File: src/irq_unit_defines.vh
`ifndef IRQ_UNIT_DEFINES_VH
`define IRQ_UNIT_DEFINES_VH

// ----------------------------------------------------------------------
// register addresses
// ----------------------------------------------------------------------
`define ADDR_PIN_GROUP_EDGE   8'h74
`define ADDR_PIN_GROUP_EN     8'h75
`define ADDR_SW_EN_SUPPLY     8'h76
`define ADDR_SINGLE_PIN_CTL   8'h77
`define ADDR_TIMER_EN_LCD     8'h78
`define ADDR_TIMER_FLAGS      8'h79
`define ADDR_INPUT_SW_FLAGS   8'h7A

// ----------------------------------------------------------------------
// field positions
// ----------------------------------------------------------------------
`define BIT_D0                0
`define BIT_D1                1
`define BIT_D2                2
`define BIT_D3                3

// ----------------------------------------------------------------------
// reset values and vector fields
// ----------------------------------------------------------------------
`define NIBBLE_RESET          4'h0
`define TAP_RESET             5'h00
`define VEC_PAGE              4'h1
`define VEC_NONE              4'h0

`endif

File: src/interrupt_flag_mask_unit.v
`timescale 1ns/1ps
`include "irq_unit_defines.vh"
module interrupt_flag_mask_unit (
    input  wire       clock,            // system clock, 10 MHz
    input  wire       rst,              // initial reset, async high
    input  wire       ce,               // clock enable
    input  wire [7:0] addr,             // data bus address
    input  wire [3:0] wdata,            // data bus write data
    input  wire       wr,               // write strobe
    input  wire       rd,               // read strobe
    output reg  [3:0] rdata_q,          // read data
    input  wire [3:0] input_pin_group,  // pins, async
    input  wire       single_input_pin, // pin, async
    input  wire       timer_2hz,        // clock-timer 2 Hz level
    input  wire       timer_8hz,        // clock-timer 8 Hz level
    input  wire       timer_32hz,       // clock-timer 32 Hz level
    input  wire       sw_1hz,           // stopwatch 1 Hz level
    input  wire       sw_10hz,          // stopwatch 10 Hz level
    input  wire       core_irq_enable_flag, // core interrupt enable
    input  wire       halt_exec,        // halt instruction pulse
    input  wire       supply_low_result, // supply check result
    output wire       irq_req,          // interrupt request to core
    output wire [3:0] vector_step,      // vector step, page 1
    output wire [3:0] vector_page,      // vector page
    output wire       core_clock_en,    // core clock gate
    output reg        halted_q,         // core halted
    output wire       heavy_load_mode,  // heavy load protection
    output wire       supply_check_on,  // supply check on
    output wire       display_drive_switch // lcd drive switch
);

    // ------------------------------------------------------------------
    // input synchronisers
    // ------------------------------------------------------------------
    reg  [3:0] grp_sync1_q;
    reg  [3:0] grp_sync2_q;
    reg  [3:0] grp_prev_q;
    reg        pin_sync1_q;
    reg        pin_sync2_q;
    reg        pin_prev_q;
    reg  [4:0] tick_sync1_q;
    reg  [4:0] tick_sync2_q;
    reg  [4:0] tick_prev_q;
    wire [4:0] tick_raw;

    // taps packed as slow, mid, fast, second, tenth from bit 0 up
    assign tick_raw = {sw_10hz, sw_1hz, timer_32hz, timer_8hz, timer_2hz};

    // pin group: two flops, a third keeps the last sample for compare
    always @(posedge clock or posedge rst) begin
        if (rst) begin
            grp_sync1_q <= `NIBBLE_RESET;
            grp_sync2_q <= `NIBBLE_RESET;
            grp_prev_q  <= `NIBBLE_RESET;
        end else if (ce) begin
            grp_sync1_q <= input_pin_group;
            grp_sync2_q <= grp_sync1_q;
            grp_prev_q  <= grp_sync2_q;
        end
    end

    // single pin: same chain, also feeds the level readback
    always @(posedge clock or posedge rst) begin
        if (rst) begin
            pin_sync1_q <= 1'b0;
            pin_sync2_q <= 1'b0;
            pin_prev_q  <= 1'b0;
        end else if (ce) begin
            pin_sync1_q <= single_input_pin;
            pin_sync2_q <= pin_sync1_q;
            pin_prev_q  <= pin_sync2_q;
        end
    end

    // timebase taps: fall detection needs the previous sample
    always @(posedge clock or posedge rst) begin
        if (rst) begin
            tick_sync1_q <= `TAP_RESET;
            tick_sync2_q <= `TAP_RESET;
            tick_prev_q  <= `TAP_RESET;
        end else if (ce) begin
            tick_sync1_q <= tick_raw;
            tick_sync2_q <= tick_sync1_q;
            tick_prev_q  <= tick_sync2_q;
        end
    end

    wire [3:0] grp_now   = grp_sync2_q;
    wire [3:0] grp_prev  = grp_prev_q;
    wire       pin_now   = pin_sync2_q;
    wire       pin_prev  = pin_prev_q;
    wire [4:0] tick_now  = tick_sync2_q;
    wire [4:0] tick_prev = tick_prev_q;

    // ------------------------------------------------------------------
    // supply check result synchroniser
    // ------------------------------------------------------------------
    // result comes from an analog comparator, not from this clock
    reg supply_sync1_q;
    reg supply_sync2_q;

    always @(posedge clock or posedge rst) begin
        if (rst) begin
            supply_sync1_q <= 1'b0;
            supply_sync2_q <= 1'b0;
        end else if (ce) begin
            supply_sync1_q <= supply_low_result;
            supply_sync2_q <= supply_sync1_q;
        end
    end

    // ------------------------------------------------------------------
    // control registers
    // ------------------------------------------------------------------
    reg [3:0] pin_group_edge_bits_q;
    reg [3:0] pin_group_enable_bits_q;
    reg [3:0] sw_en_supply_q;
    reg       single_pin_enable_q;
    reg       single_pin_edge_bit_q;
    reg [3:0] timer_en_lcd_q;

    // writes land at the edge that samples the strobe
    wire wr_ok = ce & wr;

    always @(posedge clock or posedge rst) begin
        if (rst) begin
            pin_group_edge_bits_q   <= `NIBBLE_RESET;
            pin_group_enable_bits_q <= `NIBBLE_RESET;
            sw_en_supply_q          <= `NIBBLE_RESET;
            single_pin_enable_q     <= 1'b0;
            single_pin_edge_bit_q   <= 1'b0;
            timer_en_lcd_q          <= `NIBBLE_RESET;
        end else if (wr_ok) begin
            case (addr)
                `ADDR_PIN_GROUP_EDGE: begin
                    pin_group_edge_bits_q <= wdata;
                end
                `ADDR_PIN_GROUP_EN: begin
                    pin_group_enable_bits_q <= wdata;
                end
                `ADDR_SW_EN_SUPPLY: begin
                    // supply result bit is read-only
                    sw_en_supply_q[`BIT_D3] <= wdata[`BIT_D3];
                    sw_en_supply_q[`BIT_D2] <= wdata[`BIT_D2];
                    sw_en_supply_q[`BIT_D1] <= wdata[`BIT_D1];
                    sw_en_supply_q[`BIT_D0] <= wdata[`BIT_D0];
                end
                `ADDR_SINGLE_PIN_CTL: begin
                    single_pin_enable_q   <= wdata[`BIT_D2];
                    single_pin_edge_bit_q <= wdata[`BIT_D1];
                end
                `ADDR_TIMER_EN_LCD: begin
                    timer_en_lcd_q <= wdata;
                end
                default: begin
                end
            endcase
        end
    end

    assign heavy_load_mode      = sw_en_supply_q[`BIT_D3];
    assign supply_check_on      = sw_en_supply_q[`BIT_D2];
    assign display_drive_switch = timer_en_lcd_q[`BIT_D3];

    // ------------------------------------------------------------------
    // factor events
    // ------------------------------------------------------------------
    // falling edges of the timebase taps, masks do not gate them
    wire [4:0] tick_fall = tick_prev & ~tick_now;

    wire fall_slow   = tick_fall[0];
    wire fall_mid    = tick_fall[1];
    wire fall_fast   = tick_fall[2];
    wire fall_second = tick_fall[3];
    wire fall_tenth  = tick_fall[4];

    // group matches edge bits on enabled pins; mismatch after match sets
    wire [3:0] grp_diff_now  = (grp_now ^ pin_group_edge_bits_q)
                               & pin_group_enable_bits_q;
    wire [3:0] grp_diff_prev = (grp_prev ^ pin_group_edge_bits_q)
                               & pin_group_enable_bits_q;
    wire       grp_miss_now  = |grp_diff_now;
    wire       grp_miss_prev = |grp_diff_prev;
    // both compares on the same edge bits avoid false sets on a write
    wire grp_event = grp_miss_now & ~grp_miss_prev;

    wire pin_rise  = pin_now & ~pin_prev;
    wire pin_fall  = ~pin_now & pin_prev;
    wire pin_event = single_pin_enable_q
                     & (single_pin_edge_bit_q ? pin_fall : pin_rise);

    // ------------------------------------------------------------------
    // factor flags
    // ------------------------------------------------------------------
    wire rd_ok       = ce & rd;
    wire clr_timer   = rd_ok & (addr == `ADDR_TIMER_FLAGS);
    wire clr_in_sw   = rd_ok & (addr == `ADDR_INPUT_SW_FLAGS);

    wire [6:0] flag_evt;
    wire [6:0] flag_clr;
    wire [6:0] flag_q;

    // order: 32 Hz, 8 Hz, 2 Hz, sw 10 Hz, sw 1 Hz, group, single pin
    assign flag_evt = {pin_event, grp_event, fall_second, fall_tenth,
                       fall_slow, fall_mid, fall_fast};
    assign flag_clr = {clr_in_sw, clr_in_sw, clr_in_sw, clr_in_sw,
                       clr_timer, clr_timer, clr_timer};

    // one sticky cell per source; a set in a clearing read survives
    genvar gi;
    generate
        for (gi = 0; gi < 7; gi = gi + 1) begin : g_flag
            edge_flag u_flag (
                .clock    (clock),
                .rst      (rst),
                .ce       (ce),
                .event_in (flag_evt[gi]),
                .clear_in (flag_clr[gi]),
                .flag_q   (flag_q[gi])
            );
        end
    endgenerate

    wire timer_fast_flag       = flag_q[0];
    wire timer_mid_flag        = flag_q[1];
    wire timer_slow_flag       = flag_q[2];
    wire stopwatch_tenth_flag  = flag_q[3];
    wire stopwatch_second_flag = flag_q[4];
    wire pin_group_flag        = flag_q[5];
    wire single_pin_flag       = flag_q[6];

    // ------------------------------------------------------------------
    // requests and vector
    // ------------------------------------------------------------------
    // timer and stopwatch mask bits gate the request only; pin enables also gate the pin flags
    wire timer_slow_enable       = timer_en_lcd_q[`BIT_D2];
    wire timer_mid_enable        = timer_en_lcd_q[`BIT_D1];
    wire timer_fast_enable       = timer_en_lcd_q[`BIT_D0];
    wire stopwatch_second_enable = sw_en_supply_q[`BIT_D1];
    wire stopwatch_tenth_enable  = sw_en_supply_q[`BIT_D0];
    wire any_group_enable        = |pin_group_enable_bits_q;

    wire slow_request   = timer_slow_flag & timer_slow_enable;
    wire mid_request    = timer_mid_flag & timer_mid_enable;
    wire fast_request   = timer_fast_flag & timer_fast_enable;
    wire second_request = stopwatch_second_flag & stopwatch_second_enable;
    wire tenth_request  = stopwatch_tenth_flag & stopwatch_tenth_enable;

    wire single_pin_request = single_pin_flag & single_pin_enable_q;
    wire pin_group_request  = pin_group_flag & any_group_enable;
    wire timer_request      = slow_request | mid_request | fast_request;
    wire stopwatch_request  = second_request | tenth_request;

    wire [3:0] pending = {stopwatch_request, timer_request,
                          pin_group_request, single_pin_request};

    assign irq_req     = core_irq_enable_flag & (|pending);
    assign vector_step = irq_req ? pending : `VEC_NONE;
    assign vector_page = `VEC_PAGE;

    // ------------------------------------------------------------------
    // halt control
    // ------------------------------------------------------------------
    always @(posedge clock or posedge rst) begin
        if (rst) begin
            halted_q <= 1'b0;
        end else if (ce) begin
            // a request in the halt cycle wins, so the core never sleeps
            if (irq_req) begin
                halted_q <= 1'b0;
            end else if (halt_exec) begin
                halted_q <= 1'b1;
            end
        end
    end

    // gate opens combinationally so the wake costs no extra cycle
    assign core_clock_en = ~halted_q | irq_req;

    // ------------------------------------------------------------------
    // read data
    // ------------------------------------------------------------------
    // assembled read words; unused bits tie low
    wire [3:0] sw_en_supply_word = {sw_en_supply_q[`BIT_D3],
                                    supply_sync2_q,
                                    sw_en_supply_q[`BIT_D1],
                                    sw_en_supply_q[`BIT_D0]};
    wire [3:0] single_pin_word   = {1'b0,
                                    single_pin_enable_q,
                                    single_pin_edge_bit_q,
                                    pin_now};
    wire [3:0] timer_flag_word   = {1'b0,
                                    timer_slow_flag,
                                    timer_mid_flag,
                                    timer_fast_flag};
    wire [3:0] input_sw_word     = {single_pin_flag,
                                    pin_group_flag,
                                    stopwatch_second_flag,
                                    stopwatch_tenth_flag};

    reg [3:0] rdata_d;
    always @* begin
        case (addr)
            `ADDR_PIN_GROUP_EDGE: rdata_d = pin_group_edge_bits_q;
            `ADDR_PIN_GROUP_EN:   rdata_d = pin_group_enable_bits_q;
            `ADDR_SW_EN_SUPPLY:   rdata_d = sw_en_supply_word;
            `ADDR_SINGLE_PIN_CTL: rdata_d = single_pin_word;
            `ADDR_TIMER_EN_LCD:   rdata_d = timer_en_lcd_q;
            `ADDR_TIMER_FLAGS:    rdata_d = timer_flag_word;
            `ADDR_INPUT_SW_FLAGS: rdata_d = input_sw_word;
            default:              rdata_d = `NIBBLE_RESET;
        endcase
    end

    always @(posedge clock or posedge rst) begin
        if (rst) begin
            rdata_q <= `NIBBLE_RESET;
        end else if (rd_ok) begin
            rdata_q <= rdata_d;
        end
    end

endmodule

File: src/edge_flag.v
`timescale 1ns/1ps
// ----------------------------------------------------------------------
// one factor flag: edge set, read clear, set wins
// ----------------------------------------------------------------------
module edge_flag (
    input  wire clock,    // system clock
    input  wire rst,      // async reset
    input  wire ce,       // clock enable
    input  wire event_in, // one-cycle set pulse
    input  wire clear_in, // one-cycle read-clear pulse
    output reg  flag_q    // sticky flag
);

    always @(posedge clock or posedge rst) begin
        if (rst) begin
            flag_q <= 1'b0;
        end else if (ce) begin
            if (event_in) begin
                flag_q <= 1'b1;
            end else if (clear_in) begin
                flag_q <= 1'b0;
            end
        end
    end

endmodule

File: config.mk
export PLATFORM = sky130hd
export DESIGN_NAME = interrupt_flag_mask_unit
export DESIGN_NICKNAME = d
export VERILOG_FILES = /design/src/interrupt_flag_mask_unit.v /design/src/edge_flag.v
export VERILOG_INCLUDE_DIRS = /design/src /design/src/src
export SDC_FILE = /design/constraint.sdc
export NUM_CORES = 1
export LEC_CHECK = 0
export BUFFER_PORTS_ARGS = -buffer_cell sky130_fd_sc_hd__buf_2
export CAP_MARGIN = 10
export CORE_MARGIN = 3
export CORE_UTILIZATION = 48
export CTS_CLUSTER_SIZE = 24
export DETAILED_ROUTE_END_ITERATION = 10
export GPL_ROUTABILITY_DRIVEN = 0
export HOLD_SLACK_MARGIN = 0.03
export PLACE_DENSITY = 0.72
export SYNTH_ARGS = -nofsm -noshare
export SYNTH_HDL_FRONTEND = slang
export SYNTH_SLANG_ARGS = --single-unit
File: constraint.sdc
create_clock -name clock -period 1.6 [get_ports clock]
set_clock_uncertainty 0.05 [all_clocks]
set_input_delay 0.16 -clock clock [delete_from_list [all_inputs] [get_ports clock]]
set_output_delay 0.16 -clock clock [all_outputs]
set_load 0.05 [all_outputs]
==> results.ini <==
[routing]
drt-wirelength-per-cell_um = 15.7
firstDrtPassIters = 7
drt_iter0_drc = 118
vias = 2023
drt-total-wl_mm = 5.94
ant_nets = 0
vias_per_cell = 5.34
drc_errors = 0

[yosys]
ys_types = 35
synth-simple-area-share_pct = 9.29
syn_inst = 222
ys_seq_elements = 62
syn_area_mm2 = 0.00292
synthXorXnorAreaFrac_pct = 2.40
synth_compound_area_share_pct = 9.76
yosys_warnings = 0
synthMuxAreaShare_pct = 21.8
yosysSeqAreaShare_pct = 53.1
synth_top_family_by_area = multiplexers
synthAdderAreaFrac_pct = 0
avgSynthCellArea_um2 = 13.2

[place]
io_buffers = 43
dpl.cell_count = 345
place.detailed.hpwl_mm = 4.12
pre_cts_ws_ns = -0.0488

[status]
violations = setup timing
status = complete, but fails checks

[power_and_ir_drop]
total_power_mw = 3.83
p_int_mw = 2.84
seqPwrFrac_pct = 48.1
p_comb_share_pct = 16.2
ir_drop_v = 0.000757
power_density_mw_per_mm2 = 1020
p_leak_nw = 1.73
swShare_pct = 25.8
clkPwrFrac_pct = 35.8
p_switching_mw = 0.987

[floorplan]
die_h_um = 84.0
die_width_um = 84.0
pin_count = 48
die_area_mm2 = 0.00706
core_area_mm2 = 0.00571
rows = 27
start_util_pct = 51.2

[min_path]
hold_depth = 3
hp-start = halt_exec
worstHoldPathType = in -> reg
min_to = halted_q$_DFFE_PP0P_

[worst_setup_path]
crit_arrival_ns = 1.71
critPathMaxFanout = 3
r2r-end = rdata_q[1]$_DFFE_PP0N_
critPathCaptureType = output pin
cp_data_required_time_ns = 1.39
crit_type = reg -> out
reg2reg_depth = 6
critPathLaunchType = flip-flop
reg2reg_from = pin_group_enable_bits_q[1]$_DFFE_PP0P_
regToRegSetupSlack_ns = 0.07

[timing]
hold_viol_final = 0
slew_violations = 0
fmax_ghz = 0.520
rsz0062_at_grt = true
setup_viol = 4
min_period_ns = 1.92
fin_ws_ns = -0.321
fin_crit_sh_pct = 120

[global_routing]
grt_max_degree = 63
antenna_found_initial = 0
grt_pass1_wl_mm = 9.99
track_usage_pct = 18.2
grt_pass1_vias = 2027
grt-ovfl-total = 0

[layout]
finalNonFillerCells = 379
utilization_pct = 65.8
antenna_cells = 0
finalNetCount = 332
area_growth_pct = 28.6
n_fill_cell = 439
drive_above_1_share_pct = 48.9

[clocking]
cts_buffers = 9
insertion_delay_ns = 0.34
clk_pin_slew_ns = 0.06
clockRootBuffer = clkbuf_8
cts_buffer_depth = 2
h-tree-depth = 3
cts_tree = built
cts_sinks = 62

[flow_run]
drv_cap = 0

-- critical path, cell delays in order, from the launching register on --
cell and delay (ns):
dfrtp_1 0.38, a222oi_1 0.37, buf_4 0.19, a41oi_4 0.13, nand2b_4 0.17, buf_8 0.15
-- routing by layer --
layer  up-vias  global-route usage [%]  wire (um)
li1        967                       -          -
met1      1002                    23.7       2700
met2        49                    28.8       2860
met3         5                    6.42        307
met4         0                    5.26         64
met5         -                       0          0
-- Yosys cell counts --
library cell	number	area, um2
dfrtp_1	62	1550
mux2_2	53	597
nand2_1	14	52.6
o2bb2ai_1	10	87.6
xor2_1	8	70.1
buf_2	7	35.0
nor2_1	7	26.3
o21ai_0	6	30.0
buf_4	5	37.5
nand3_1	5	25.0
a222oi_1	4	40.0
mux2i_1	4	40.0
a21oi_1	3	15.0
a22oi_1	3	22.5
a32o_1	3	30.0
inv_1	3	11.3
nor2b_1	3	18.8
a22o_1	2	17.5
conb_1	2	7.51
nand2b_1	2	12.5
nor3b_4	2	37.5
a221oi_1	1	8.76
a32oi_1	1	8.76
a41oi_1	1	8.76
and2b_2	1	8.76
and4b_1	1	10.0
buf_1	1	3.75
buf_6	1	11.3
nand4_4	1	21.3
nor2b_4	1	13.8
nor3_4	1	16.3
nor3b_1	1	7.51
nor4_4	1	21.3
o31ai_1	1	7.51
o41ai_1	1	8.76
-- worst max-delay path by stage --
stage                                                      start                                endpoint  slack, ns
final                              timer_en_lcd_q[0]$_DFFE_PP0P_                           core_clock_en      -0.32
after global placement                                   addr[7]  pin_group_enable_bits_q[0]$_DFFE_PP0P_     -0.008
after CTS                 pin_group_enable_bits_q[1]$_DFFE_PP0P_                           core_clock_en      -0.33
after global routing      pin_group_enable_bits_q[0]$_DFFE_PP0P_                           core_clock_en      -0.41
after floorplan              g_flag[0].u_flag.flag_q$_DFFE_PP0P_                           core_clock_en      -0.13
after detailed placement                                 addr[7]  pin_group_enable_bits_q[2]$_DFFE_PP0P_      -0.05
-- power by group through the flow --
stage	Sequential [mW]	Combinational [mW]	Clock (mW)
final	1.84	0.618	1.37
after global routing	1.86	0.674	1.51
after CTS	1.84	0.611	1.41
after detailed placement	1.87	0.560	0
after global placement	1.86	0.550	0
after floorplan	1.86	0.402	0
-- stage by stage --
stage | TNS [ns] | hold WS (ns) | instance area, um2
detailed placement | -0.234 | 0.220 | 3350
floorplan | -0.128 | 0.229 | 2970
global route | -1.22 | 0.0666 | 3760
finish | -0.881 | 0.0502 | 3760
CTS | -0.879 | 0.0488 | 3710
global placement | -0.0335 | 0.217 | 3350
-- logic make-up after synthesis --
group / after synthesis
buffers and inverters: 17
AND/OR/NAND/NOR: 40
XOR/XNOR: 8
AO/OA/AOI/OAI: 36
other: 2
multiplexers: 57
flip-flops: 62
-- registers in the layout, summed over array words and instances, names as in the netlist, 4 cells and up --
| signal | cells |
|---|---|
| g_flag.u_flag.flag_q | 7 |
| tick_now | 5 |
| tick_prev | 5 |
| tick_sync1_q | 5 |
| grp_now | 4 |
| grp_prev | 4 |
| grp_sync1_q | 4 |
| pin_group_edge_bits_q | 4 |
| pin_group_enable_bits_q | 4 |
| rdata_q | 4 |
| sw_en_supply_q | 4 |
| timer_en_lcd_q | 4 |
-- cell usage in the layout (no fill, tap or decap), drive strengths merged --
cell,count
a21oi,3
a221oi,1
a222oi,4
a22o,2
a22oi,3
a32o,3
a32oi,1
a41oi,1
and2b,1
and4b,1
buf,69
bufinv,1
clkbuf,13
clkinv,1
clkinvlp,2
conb,4
dfrtp,62
dlygate4sd3,12
inv,2
mux2,53
mux2i,4
nand2,14
nand2b,2
nand3,5
nand4,1
nor2,7
nor2b,4
nor3,1
nor3b,3
nor4,1
o21ai,6
o2bb2ai,10
o31ai,1
o41ai,1
xor2,8
-- timing repair --
item	4_1_cts	5_1_grt
endpoints found under the hold margin	73	0
setup buffers	2	4
setup endpoints to repair	5	6
cloned	0	0
pin swaps	3	3
hold buffers	12	0
gates resized for setup	9	7
-- final cells by class --
cell class                      count  area (um2)  share of cell area [%]
Sequential cell                    62        1550                    41.3
Multi-Input combinational cell    145        1320                    35.2
Timing Repair Buffer               81         574                    15.3
Clock buffer                       13         159                    4.23
Tap cell                           72        90.1                    2.40
Clock inverter                      3        42.5                    1.13
Inverter                            3        15.0                   0.400
(Power assumes the default switching activity.)
